File: config.mk
export PLATFORM = sky130hd
export DESIGN_NAME = adcsp_top
export DESIGN_NICKNAME = d
export VERILOG_FILES = /design/src/rtl/adcsp_pkg.sv /design/src/rtl/adcsp_top.sv /design/src/rtl/adcsp_sync.sv
export SDC_FILE = /design/constraint.sdc
export NUM_CORES = 1
export LEC_CHECK = 0
export BUFFER_PORTS_ARGS = -buffer_cell sky130_fd_sc_hd__buf_2
export CORE_AREA = 2 2 126 128
export DETAILED_ROUTE_END_ITERATION = 7
export DIE_AREA = 0 0 128 130
export SKIP_CTS_REPAIR_TIMING = 1
export SYNTH_ARGS = -nofsm -noshare
export SYNTH_HDL_FRONTEND = slang
export SYNTH_HIERARCHICAL = 1
export SYNTH_SLANG_ARGS = --single-unit
File: constraint.sdc
create_clock -name aclk -period 2.95 [get_ports aclk]
set_clock_uncertainty 0.2 [all_clocks]
set_input_delay 0.4425 -clock aclk [delete_from_list [all_inputs] [get_ports aclk]]
set_output_delay 0.4425 -clock aclk [all_outputs]
set_load 0.05 [all_outputs]
File: src/rtl/adcsp_pkg.sv
// constants, carriers and states of the converter control and serial port
// assumes a 20 MHz aclk and an axi4-lite master on the register side
// Overview of operation
// RULE1 - slave, plain clock: data changes on rising
// RULE2 - slave, inverted clock: data changes on falling
// RULE3 - pin 11: parallel bit or serial clock
// RULE4 - master, sync polarity low: sync high while reading
// RULE5 - master, sync polarity high: sync low while reading
// RULE6 - slave read cut by conversion: drop, pulse flag
// RULE7 - parallel modes drive bits 12, 13 there
// RULE8 - bits 14 to 17 always outputs
// RULE9 - busy from start until result latched
// RULE10 - drivers on only while select and read low
// RULE11 - select gates external serial clock in slave
// RULE12 - reset input high holds reset, aborts conversion
// RULE13 - reset falling edge: calibrate, busy pulses high
// RULE14 - power-down: finish current, refuse new conversions
// RULE15 - start falling edge holds sample, starts converting
// RULE16 - master data stable across both clock edges
// RULE17 - result shifted out msb first
// RULE18 - read-during-convert gives previous result, else current
// RULE19 - slave: chain input appears after 18 clocks
// RULE20 - undriven data pins float when not enabled
// RULE21 - host finishes slave read before next result
package adcsp_pkg;
  // timing at the 50 ns aclk
  localparam int CLK_PERIOD_NS = 50;
  localparam int CONV_TIME_NS = 600;
  localparam int CONV_CYCLES = (CONV_TIME_NS + CLK_PERIOD_NS - 1) / CLK_PERIOD_NS;
  localparam int CAL_TIME_NS = 2000;
  localparam int CAL_CYCLES = (CAL_TIME_NS + CLK_PERIOD_NS - 1) / CLK_PERIOD_NS;
  localparam int SCLK_DIV = 2;  // aclk cycles per quarter of master clock
  localparam int RES_W = 18;  // result width
  // register map, byte addresses
  localparam int AXI_ADDR_W = 4;
  localparam logic [3:0] OFF_CTRL = 4'h0;
  localparam logic [3:0] OFF_STATUS = 4'h4;
  localparam logic [3:0] OFF_RESULT = 4'h8;
  localparam logic [5:0] CTRL_RESET = 6'h00;
  localparam logic [1:0] RESP_OKAY = 2'h0;
  localparam logic [1:0] RESP_SLVERR = 2'h2;
  // status field positions
  localparam int STAT_BUSY = 0;
  localparam int STAT_CAL = 1;
  localparam int STAT_PD = 2;
  localparam int STAT_READ = 3;
  // interface mode and shared pin positions
  localparam logic [1:0] MODE_SERIAL = 2'h3;
  localparam int PIN_SDO = 10;
  localparam int PIN_SCLK = 11;
  localparam int PIN_SYNC = 12;
  localparam int PIN_ERR = 13;
  // pin levels at rest, in adcsp_pins_s order: start high, selects high
  localparam logic [6:0] PIN_IDLE = 7'h4c;
  // control register layout, bit 5 down to 0
  typedef struct packed {
    logic read_during_convert;
    logic frame_sync_polarity;
    logic clock_polarity_invert;
    logic clock_source_select;
    logic [1:0] mode;
  } adcsp_ctrl_s;
  // input pins after synchronising
  typedef struct packed {
    logic convert_start_n;
    logic reset_in;
    logic power_down_in;
    logic cs_n;
    logic rd_n;
    logic sclk;
    logic daisy_chain_in;
  } adcsp_pins_s;
  // conversion control states
  typedef enum logic [1:0] {ST_IDLE, ST_RST, ST_CAL, ST_CONV} adcsp_state_e;
endpackage

File: src/rtl/adcsp_top.sv
// converter control, parallel and serial result port, axi4-lite registers
// assumes pins are asynchronous and core_result is steady at conversion end
//
// The placing of the registers and the AXI4-Lite interface to the registers are this design's own decisions.
module adcsp_top import adcsp_pkg::*; #(
  parameter int DIV = SCLK_DIV
) (
  input wire logic aclk,
  input wire logic aresetn,
  input wire logic [AXI_ADDR_W-1:0] awaddr,
  input wire logic awvalid,
  output logic awready,
  input wire logic [31:0] wdata,
  input wire logic [3:0] wstrb,
  input wire logic wvalid,
  output logic wready,
  output logic [1:0] bresp,
  output logic bvalid,
  input wire logic bready,
  input wire logic [AXI_ADDR_W-1:0] araddr,
  input wire logic arvalid,
  output logic arready,
  output logic [31:0] rdata,
  output logic [1:0] rresp,
  output logic rvalid,
  input wire logic rready,
  input wire logic convert_start_n,
  input wire logic reset_in,
  input wire logic power_down_in,
  input wire logic cs_n,
  input wire logic rd_n,
  input wire logic sclk_in,
  input wire logic daisy_chain_in,
  input wire logic [RES_W-1:0] core_result,
  output logic [RES_W-1:0] pin_out,
  output logic [RES_W-1:0] pin_oe,
  output logic busy
);
  localparam int CNT_W = $clog2(CAL_CYCLES + 1);

  adcsp_pins_s pin_s;  // synchronised pins
  logic [6:0] sync_q;  // synchronised pins relative to rest levels
  adcsp_pins_s pin_prev_reg;  // previous synchronised pins
  adcsp_ctrl_s ctrl_reg;  // software control
  adcsp_state_e state_reg;  // conversion control
  logic [CNT_W-1:0] cnt_reg;  // conversion or calibration timer
  logic busy_reg;
  logic [RES_W-1:0] result_reg;  // latched result
  logic [RES_W-1:0] sr_reg;  // output shift register
  logic [4:0] bit_reg;  // bits sent
  logic [3:0] div_reg;  // master clock divider
  logic [1:0] phase_reg;  // master clock quarter
  logic m_active_reg;  // master read running
  logic s_active_reg;  // slave read running
  logic s_done_reg;  // slave read finished
  logic err_reg;  // incomplete read pulse
  logic [RES_W-1:0] pin_out_reg;
  logic [RES_W-1:0] pin_oe_reg;
  logic awready_reg, wready_reg, bvalid_reg, arready_reg, rvalid_reg;
  logic [1:0] bresp_reg, rresp_reg;
  logic [31:0] rdata_reg, wdata_q;
  logic [AXI_ADDR_W-1:0] awaddr_q;
  logic wstrb0_q;

  // synchronise every pin; flops clear to rest level, so reset gives no false edge or enable
  adcsp_sync #(.W(7)) u_sync (
    .clk(aclk),
    .rst_n(aresetn),
    .d({convert_start_n, reset_in, power_down_in, cs_n, rd_n, sclk_in, daisy_chain_in} ^ PIN_IDLE),
    .q(sync_q)
  );
  assign pin_s = sync_q ^ PIN_IDLE;

  // previous values for edge finding
  always_ff @(posedge aclk) begin
    if (!aresetn) begin
      pin_prev_reg <= PIN_IDLE;
    end else begin
      pin_prev_reg <= pin_s;
    end
  end

  // decoded modes and events
  logic serial, master, slave, cnv_fall, conv_start, conv_done, s_edge, msclk;
  always_comb begin
    serial = ctrl_reg.mode == MODE_SERIAL;
    master = serial && !ctrl_reg.clock_source_select;
    slave = serial && ctrl_reg.clock_source_select;
    cnv_fall = pin_prev_reg.convert_start_n && !pin_s.convert_start_n;
    // start only when idle and not powered down
    conv_start = state_reg == ST_IDLE && cnv_fall && !pin_s.power_down_in && !pin_s.reset_in; // RULE14 RULE15
    conv_done = state_reg == ST_CONV && cnt_reg == CNT_W'(CONV_CYCLES - 1) && !pin_s.reset_in;
    // active edge picked by polarity, gated by select
    if (ctrl_reg.clock_polarity_invert) begin
      s_edge = pin_prev_reg.sclk && !pin_s.sclk; // RULE2
    end else begin
      s_edge = !pin_prev_reg.sclk && pin_s.sclk; // RULE1
    end
    s_edge = s_edge && !pin_s.cs_n && slave; // RULE11
    // master clock high in the middle quarters, low there when clock_polarity_invert is set
    msclk = (phase_reg[0] ^ phase_reg[1]) ^ ctrl_reg.clock_polarity_invert;
  end

  // conversion, reset and calibration sequencing
  always_ff @(posedge aclk) begin
    if (!aresetn) begin
      state_reg <= ST_IDLE;
      cnt_reg <= '0;
      busy_reg <= 1'b0;
    end else if (pin_s.reset_in) begin
      // held in reset, any conversion dropped
      state_reg <= ST_RST; // RULE12
      cnt_reg <= '0;
      busy_reg <= 1'b0;
    end else begin
      unique case (state_reg)
        ST_RST: begin
          // reset released: calibrate with busy high
          state_reg <= ST_CAL; // RULE13
          busy_reg <= 1'b1;
        end
        ST_CAL: begin
          if (cnt_reg == CNT_W'(CAL_CYCLES - 1)) begin
            state_reg <= ST_IDLE;
            cnt_reg <= '0;
            busy_reg <= 1'b0;
          end else begin
            cnt_reg <= cnt_reg + 1'b1;
          end
        end
        ST_IDLE: begin
          if (conv_start) begin
            state_reg <= ST_CONV; // RULE15
            busy_reg <= 1'b1; // RULE9
          end
        end
        ST_CONV: begin
          // power-down does not stop a running conversion
          if (conv_done) begin
            state_reg <= ST_IDLE; // RULE14
            cnt_reg <= '0;
            busy_reg <= 1'b0; // RULE9
          end else begin
            cnt_reg <= cnt_reg + 1'b1;
          end
        end
      endcase
    end
  end

  // result latch, falls with busy
  always_ff @(posedge aclk) begin
    if (!aresetn) begin
      result_reg <= '0;
    end else if (conv_done) begin
      result_reg <= core_result; // RULE9
    end
  end

  // serial engine for master and slave reads
  always_ff @(posedge aclk) begin
    if (!aresetn || pin_s.reset_in) begin
      sr_reg <= '0;
      bit_reg <= '0;
      div_reg <= '0;
      phase_reg <= '0;
      m_active_reg <= 1'b0;
      s_active_reg <= 1'b0;
      s_done_reg <= 1'b0;
      err_reg <= 1'b0;
    end else begin
      err_reg <= 1'b0;
      if (master && !m_active_reg && (ctrl_reg.read_during_convert ? conv_start : conv_done)) begin
        // previous result during conversion, else the new one
        sr_reg <= ctrl_reg.read_during_convert ? result_reg : core_result; // RULE18
        m_active_reg <= 1'b1;
        bit_reg <= '0;
        div_reg <= '0;
        phase_reg <= '0;
      end else if (m_active_reg) begin
        if (div_reg == 4'(DIV - 1)) begin
          div_reg <= '0;
          phase_reg <= phase_reg + 2'h1;
          // data moves only between clock pulses
          if (phase_reg == 2'h3) begin
            if (bit_reg == 5'(RES_W - 1)) begin
              m_active_reg <= 1'b0;
            end else begin
              bit_reg <= bit_reg + 5'h1;
              sr_reg <= {sr_reg[RES_W-2:0], 1'b0}; // RULE16 RULE17
            end
          end
        end else begin
          div_reg <= div_reg + 4'h1;
        end
      end else if (slave && conv_done) begin
        if (s_active_reg) begin
          // read cut short: new result lost, flag pulses
          s_active_reg <= 1'b0; // RULE6 RULE21
          err_reg <= 1'b1;
        end else begin
          sr_reg <= core_result;
          s_done_reg <= 1'b0;
        end
      end else if (s_edge) begin
        if (!s_active_reg && !s_done_reg) begin
          // first edge opens the read and shows the msb
          s_active_reg <= 1'b1;
          bit_reg <= 5'h1;
        end else begin
          // chain input follows the 18 result bits
          sr_reg <= {sr_reg[RES_W-2:0], pin_s.daisy_chain_in}; // RULE1 RULE2 RULE17 RULE19
          if (s_active_reg && bit_reg == 5'(RES_W - 1)) begin
            s_active_reg <= 1'b0;
            s_done_reg <= 1'b1;
          end else if (s_active_reg) begin
            bit_reg <= bit_reg + 5'h1;
          end
        end
      end
    end
  end

  // pin drivers, enabled by select and read together
  logic en;
  logic [RES_W-1:0] out_next, oe_next;
  always_comb begin
    en = !pin_s.cs_n && !pin_s.rd_n; // RULE10
    out_next = result_reg; // RULE7
    oe_next = {RES_W{en}}; // RULE8 RULE20
    if (serial) begin
      oe_next[PIN_SCLK:0] = '0;
      out_next[PIN_SCLK:0] = '0;
      out_next[PIN_SDO] = sr_reg[RES_W-1]; // RULE17
      oe_next[PIN_SDO] = en;
      // clock pin is an output only in master
      out_next[PIN_SCLK] = m_active_reg ? msclk : ctrl_reg.clock_polarity_invert; // RULE3
      oe_next[PIN_SCLK] = en && master; // RULE3
      out_next[PIN_SYNC] = (master && m_active_reg) ^ ctrl_reg.frame_sync_polarity; // RULE4 RULE5
      out_next[PIN_ERR] = err_reg; // RULE6
    end
  end

  // registered pin outputs
  always_ff @(posedge aclk) begin
    if (!aresetn) begin
      pin_out_reg <= '0;
      pin_oe_reg <= '0;
    end else begin
      pin_out_reg <= out_next;
      pin_oe_reg <= oe_next;
    end
  end

  // axi write: address and data taken in either order
  always_ff @(posedge aclk) begin
    if (!aresetn) begin
      awready_reg <= 1'b1;
      wready_reg <= 1'b1;
      bvalid_reg <= 1'b0;
      bresp_reg <= RESP_OKAY;
      awaddr_q <= '0;
      wdata_q <= '0;
      wstrb0_q <= 1'b0;
      ctrl_reg <= CTRL_RESET;
    end else begin
      if (awvalid && awready_reg) begin
        awaddr_q <= awaddr;
        awready_reg <= 1'b0;
      end
      if (wvalid && wready_reg) begin
        wdata_q <= wdata;
        wstrb0_q <= wstrb[0];
        wready_reg <= 1'b0;
      end
      if (!awready_reg && !wready_reg && !bvalid_reg) begin
        bvalid_reg <= 1'b1;
        // only the control word is writable
        if (awaddr_q[3:2] == OFF_CTRL[3:2]) begin
          bresp_reg <= RESP_OKAY;
          if (wstrb0_q) begin
            ctrl_reg <= wdata_q[5:0];
          end
        end else begin
          bresp_reg <= RESP_SLVERR;
        end
      end
      if (bvalid_reg && bready) begin
        bvalid_reg <= 1'b0;
        awready_reg <= 1'b1;
        wready_reg <= 1'b1;
      end
    end
  end

  // axi read: answer one cycle after the address
  always_ff @(posedge aclk) begin
    if (!aresetn) begin
      arready_reg <= 1'b1;
      rvalid_reg <= 1'b0;
      rresp_reg <= RESP_OKAY;
      rdata_reg <= '0;
    end else if (arvalid && arready_reg) begin
      arready_reg <= 1'b0;
      rvalid_reg <= 1'b1;
      rresp_reg <= RESP_OKAY;
      rdata_reg <= '0;
      unique case (araddr[3:2])
        OFF_CTRL[3:2]: rdata_reg[5:0] <= ctrl_reg;
        OFF_STATUS[3:2]: begin
          rdata_reg[STAT_BUSY] <= busy_reg;
          rdata_reg[STAT_CAL] <= state_reg == ST_CAL;
          rdata_reg[STAT_PD] <= pin_s.power_down_in;
          rdata_reg[STAT_READ] <= m_active_reg || s_active_reg;
        end
        OFF_RESULT[3:2]: rdata_reg[RES_W-1:0] <= result_reg;
        default: rresp_reg <= RESP_SLVERR;
      endcase
    end else if (rvalid_reg && rready) begin
      rvalid_reg <= 1'b0;
      arready_reg <= 1'b1;
    end
  end

  assign awready = awready_reg;
  assign wready = wready_reg;
  assign bvalid = bvalid_reg;
  assign bresp = bresp_reg;
  assign arready = arready_reg;
  assign rvalid = rvalid_reg;
  assign rresp = rresp_reg;
  assign rdata = rdata_reg;
  assign pin_out = pin_out_reg;
  assign pin_oe = pin_oe_reg;
  assign busy = busy_reg;
endmodule

File: src/rtl/adcsp_sync.sv
// two-flop synchroniser for a group of pin inputs
// assumes inputs are asynchronous to clk
module adcsp_sync #(
  parameter int W = 1
) (
  input wire logic clk,
  input wire logic rst_n,
  input wire logic [W-1:0] d,
  output logic [W-1:0] q
);
  logic [W-1:0] meta_reg;  // first stage, read only by second
  logic [W-1:0] q_reg;  // second stage
  // both stages clear on reset
  always_ff @(posedge clk) begin
    if (!rst_n) begin
      meta_reg <= '0;
      q_reg <= '0;
    end else begin
      meta_reg <= d;
      q_reg <= meta_reg;
    end
  end
  assign q = q_reg;
endmodule

## Word-level counts from Yosys, hierarchy flattened

Index checks and enable logic that the tools add are counted.

| cells by class | value |
|---|---|
| equal/unequal tests | 29 |
| bitwise gates (word level) | 9 |
| multiplexer cells | 61 |
| reductions and logical operators | 69 |
| $add $sub $neg | 4 |
| $lt $le $gt $ge | 0 |
| div/mod/pow operators | 0 |
| shift-type cells | 0 |
| multipliers | 0 |

Operator list:

| cell | number |
|---|---|
| 18-bit two-way mux | 10 |
| 5-bit two-way mux | 9 |
| 1-bit logical AND | 27 |
| 1-bit two-way mux | 26 |
| 12-bit two-way mux | 2 |
| 1-bit zero test | 15 |
| 14-bit two-way mux | 1 |
| 2-bit inequality test, second input constant | 7 |
| 6-bit two-way mux | 2 |
| 4-bit one-hot mux with 3 select lines | 1 |
| 6-bit one-hot mux with 2 select lines | 1 |
| 6-bit AND reduction | 2 |
| 2-bit equality test, second input constant | 5 |
| 2-bit two-way mux | 5 |
| 2-bit nonzero test | 5 |
| 3-bit by 2-bit inequality test with 1-bit output, second input constant | 3 |
| 3-bit AND reduction | 3 |
| 4-bit inequality test, second input constant | 2 |
| 2-bit one-hot mux with 4 select lines | 1 |
| 2-bit OR reduction | 4 |
| 7-bit AND reduction | 1 |
| 6-bit by 1-bit adder with 6-bit output, second input constant | 1 |
| 6-bit by 4-bit equality test with 1-bit output, second input constant | 1 |
| 6-bit equality test, second input constant | 1 |
| 23 further kinds | 37 |

| word-level totals | value |
|---|---|
| bits in latches | 0 |
| memory bits (read-only) | 0 |
| output and inout bits | 78 |
| word-level logic and storage cells | 209 |
| bits in writable memories | 0 |
| memories kept | 0 |
| register bits after elaboration | 142 |

## Longest topological paths before layout

| depth | value |
|---|---|
| word-level depth | 10 |
| gate-level depth with buffers | 9 |

## By module

Netlist, hierarchy kept.

Modules (own cells, without submodules):

| module | cells an instance | area an instance (µm²) | instances |
|---|---|---|---|
| adcsp_top | 632 | 5609.1 | 1 |
| adcsp_sync | 29 | 391.6 | 1 |

## Worst setup path after synthesis

No wires, ideal clock.

| path | value |
|---|---|
| path kind | register to register |
| from | register cnt_reg[2] |
| to | register sr_reg[10] |
| stages on the path, launching flop included | 10 |
| path buffers | 4 |
| path slack | 0.526 ns |
| library setup time | 0.072 ns |
| arrival time | 2.153 ns |
| period minus slack after synthesis | 2.424 ns |
| path through | dfxtp_1 buf_6 or4_4 buf_6 or4_4 o41ai_2 o31a_1 buf_6 buf_12 mux2i_1 |

| between the ends | value |
|---|---|
| longest elaborated chain between the ends | 7 |

Ends and longest elaborated chain:

| element | RTL line | source |
|---|---|---|
| start: declaration | adcsp_top.sv:46 | `logic [CNT_W-1:0] cnt_reg;` |
| start signal: assignment | adcsp_top.sv:128 | `cnt_reg <= cnt_reg + 1'b1;` |
| start signal: assignment | adcsp_top.sv:144 | `cnt_reg <= cnt_reg + 1'b1;` |
| 6-bit by 4-bit equality test with 1-bit output * | adcsp_top.sv:92 | `conv_done = state_reg == ST_CONV && cnt_reg == CNT_W'(CONV_CYCLES - 1) && !pin_s.reset_in;` |
| 1-bit logical AND * (2 in a row) | adcsp_top.sv:92 |  |
| 1-bit two-way mux / 1-bit logical AND (equally long branches) | adcsp_top.sv:173, adcsp_top.sv:196 |  |
| 1-bit logical AND / 18-bit two-way mux (equally long branches) | adcsp_top.sv:173, adcsp_top.sv:196 |  |
| 4-bit inequality test (no line) (tied with other cells) | - |  |
| 6-bit AND reduction (no line) / 18-bit two-way mux (equally long branches) | - |  |
| end signal: assignment | adcsp_top.sv:175 | `sr_reg <= ctrl_reg.read_during_convert ? result_reg : core_result;` |
| end signal: assignment | adcsp_top.sv:190 | `sr_reg <= {sr_reg[RES_W-2:0], 1'b0};` |
| end signal: assignment | adcsp_top.sv:202 | `sr_reg <= core_result;` |
| end: declaration | adcsp_top.sv:49 | `logic [RES_W-1:0] sr_reg;` |

Mark *: on every way between the ends. The rest lies on a longest branch, timed or not.
A chain may end at the register's enable or synchronous reset.

## Worst setup path in the final report

| path | value |
|---|---|
| from | register cnt_reg[0] |
| to | register sr_reg[16] |

The elaborated chain is that of the path after synthesis.

==> results.toml <==
[final_layout]
seqCellArea_mm2 = 0.00274
drive_above_1_share_pct = 21.6
fin_cells = 942
area_growth_pct = 17.8
multi_input_area_mm2 = 0.00277
num-fill-cells = 1494
diodes = 0
final_nets = 818

[die]
io_pins = 154
fp.dieH_um = 130
dieArea_mm2 = 0.0166
coreArea_mm2 = 0.0154
initial_utilization_pct = 38.9
rows = 46
fp.dieW_um = 128

[synth]
synth_area_mm2 = 0.00600
synthArstFlopShare_pct = 0
ys_warn_count = 6
muxShareOfSynthArea_pct = 5.03
synth_compound_area_share_pct = 17.1
syn_avg_cell_area_um2 = 9.08
netlist_instances = 661
synthFlopType = "dfxtp_1"
synth_cell_types = 61
synth-adder-area-share_pct = 0.834
synth-xor-area-share_pct = 1.46
synth-edff-count = 0
synth_top_family_by_area = "simple AND/OR/NAND/NOR gates"
yosysSeqAreaShare_pct = 45.7
synth_seq_cells = 137
yosys.area_share.simple_pct = 20.6

[pwr]
p_total_mw = 4.32
p_int_mw = 3.34
sw_frac_of_total_pct = 22.5
p_sw_mw = 0.974
clkPwrFrac_pct = 49.7
leakagePower_nw = 3.04
combinationalPowerShare_pct = 6.1
power_density_mw_per_mm2 = 611
ir_drop_mv = 0.464
p_seq_share_pct = 44.2

[global_routing]
grt_overflow = 0
grt_max_degree = 56
antenna_found_initial = 0
gr-usage-all-layers_pct = 17.1
grt_pass1_vias = 4382
grt_pass1_wl_um = 22400

[route]
ant_nets = 0
drt_iter0_markers = 423
routedWlPerCell_um = 14.9
firstDrtPassIters = 7
finalWirelength_um = 14100
vias = 4739
route.detailed.drc = 0
vias_per_cell = 5.03

[placed_design]
dp_hpwl_um = 10000
placedCellCount = 911
gp_congestion = 0.839
io_buffers = 104

[cts]
cts_sinks = 137
clk_pin_slew_ns = 0.06
clk_path_buf_depth = 2
cts_buffers = 17
htree_levels = 4
cts_root_buf = "clkbuf_16"
cts_tree = "yes"
clkLatencyLatePin_ns = 0.42

[setup_path]
cp-start-kind = "flip-flop"
path_buf_inv = 1
critPathMaxStageDelay_ns = 0.61
required_ns = 3.09
end_kind = "flip-flop"
critical_path_class = "flip-flop to flip-flop"
cp_top_family = "simple AND/OR/NAND/NOR gates"
cp_slowest_cell = "or4_4"
cp_max_fo = 18
worstPathArrival_ns = 2.81
path_cells = "ha_1 -> nand4_1 -> or4_4 -> o41ai_2 -> o31a_1 -> buf_4 -> mux2i_1"

[timing]
slew_headroom_pct = 52.6
hold_slack_ns = 0.0307
min_period_over_period_pct = 90.6
tightest_slew_ns = 0.710
finalMaxSlewViolations = 0
clock.fmax_mhz = 374
rsz0062_at_grt = "false"
hold_viol_final = 0
setup_violations = 0
setup_tns_ns = 0
fin_crit_ns = 2.67

[outcome]
status = "finished clean"

[flow_run]
cap_violations = 0

[worst_hold_path]
hold_class = "input port to flip-flop"
-- layer usage --
| metal | track usage, % | share of wire [%] | vias to the layer above |
|---|---|---|---|
| li1 | - | - | 2387 |
| met1 | 22.9 | 49 | 2197 |
| met2 | 27.1 | 45 | 137 |
| met3 | 3.81 | 4.5 | 18 |
| met4 | 6.85 | 1.5 | 0 |
| met5 | 0 | 0 | - |
-- stage by stage --
stage	area (um^2)	util, %	setup WS (ns)
floorplan	6060	-	0.526
global placement	6470	42.0	0.421
detailed placement	6470	42.0	0.319
CTS	7070	45.8	0.291
global route	7070	45.8	0.143
finish	7070	45.8	0.278
-- power by group through the flow --
stage / Clock, mW / Sequential (mW) / Combinational (mW)
floorplan: 0 / 1.98 / 0.177
global placement: 0 / 1.95 / 0.261
detailed placement: 0 / 1.95 / 0.265
CTS: 2.19 / 1.91 / 0.266
global route: 2.27 / 1.91 / 0.287
finish: 2.15 / 1.91 / 0.264
-- path summary, 6_finish.rpt --
check                           slack, ns                 end  cells past startpoint         from
worst max-delay path                 0.28          sr_reg[16]                      7   cnt_reg[0]
worst min-delay path                 0.03  u_sync/meta_reg[1]                      2      sclk_in
worst max register to register       0.28          sr_reg[16]                      7   cnt_reg[0]
worst min register to register       0.17     pin_prev_reg[6]                      1  u_sync/q[6]
-- final cells by class --
type,instances,area share [%]
multi-input combinational,437,39.2
sequential,137,38.8
timing repair buffer,116,8.64
clock buffer,23,6.76
tap,192,3.40
clock inverter,8,1.68
inverter,29,1.54
-- logic make-up (layout without fill, tap and decap cells) --
kind of cell,after synthesis,in the layout
AND/OR/NAND/NOR,241,241
flip-flops,137,137
AO/OA/AOI/OAI,136,136
buffers and inverters,102,176
multiplexers,30,30
XOR/XNOR,10,10
adder cells (fa/ha/maj),4,4
other,1,16
-- worst reg2reg max path, delay by kind of cell (launching register included) --
family | cells | cell delay [ns]
AO/OA/AOI/OAI | 2 | 0.24
adder cells (fa/ha/maj) | 1 | 0.27
buffers and inverters | 1 | 0.31
flip-flops | 1 | 0.37
multiplexers | 1 | 0.25
AND/OR/NAND/NOR | 2 | 0.96
-- cells in the mapped netlist (12+ instances only) --
cell	instances	area share (%)
nor3_1	12	1.0
a21boi_0	18	2.3
and2_1	16	1.7
nand2_1	94	5.9
a21oi_1	17	1.4
a2bb2oi_1	17	2.5
mux2i_1	29	4.8
a22oi_1	12	1.5
dfxtp_1	137	46
nand3_1	19	1.6
o211ai_1	19	2.4
nor2_1	20	1.3
inv_1	29	1.8
clkbuf_1	34	2.1
buf_4	31	3.9
a21boi_1	14	1.8
and3_1	12	1.3
nor2b_1	27	2.8
-- layout by cell type (no fill, tap or decap), drive strengths merged, types with 19 or more instances in the layout --
master | synthesis | layout
nor2 | 21 | 21
mux2i | 29 | 29
inv | 29 | 29
clkbuf | 34 | 23
and2 | 26 | 26
dfxtp | 137 | 137
o211ai | 19 | 19
nand3 | 19 | 19
a21boi | 32 | 32
nand2 | 94 | 94
buf | 39 | 116
nor2b | 27 | 27
Note: power is estimated with default switching activity, not from simulation.
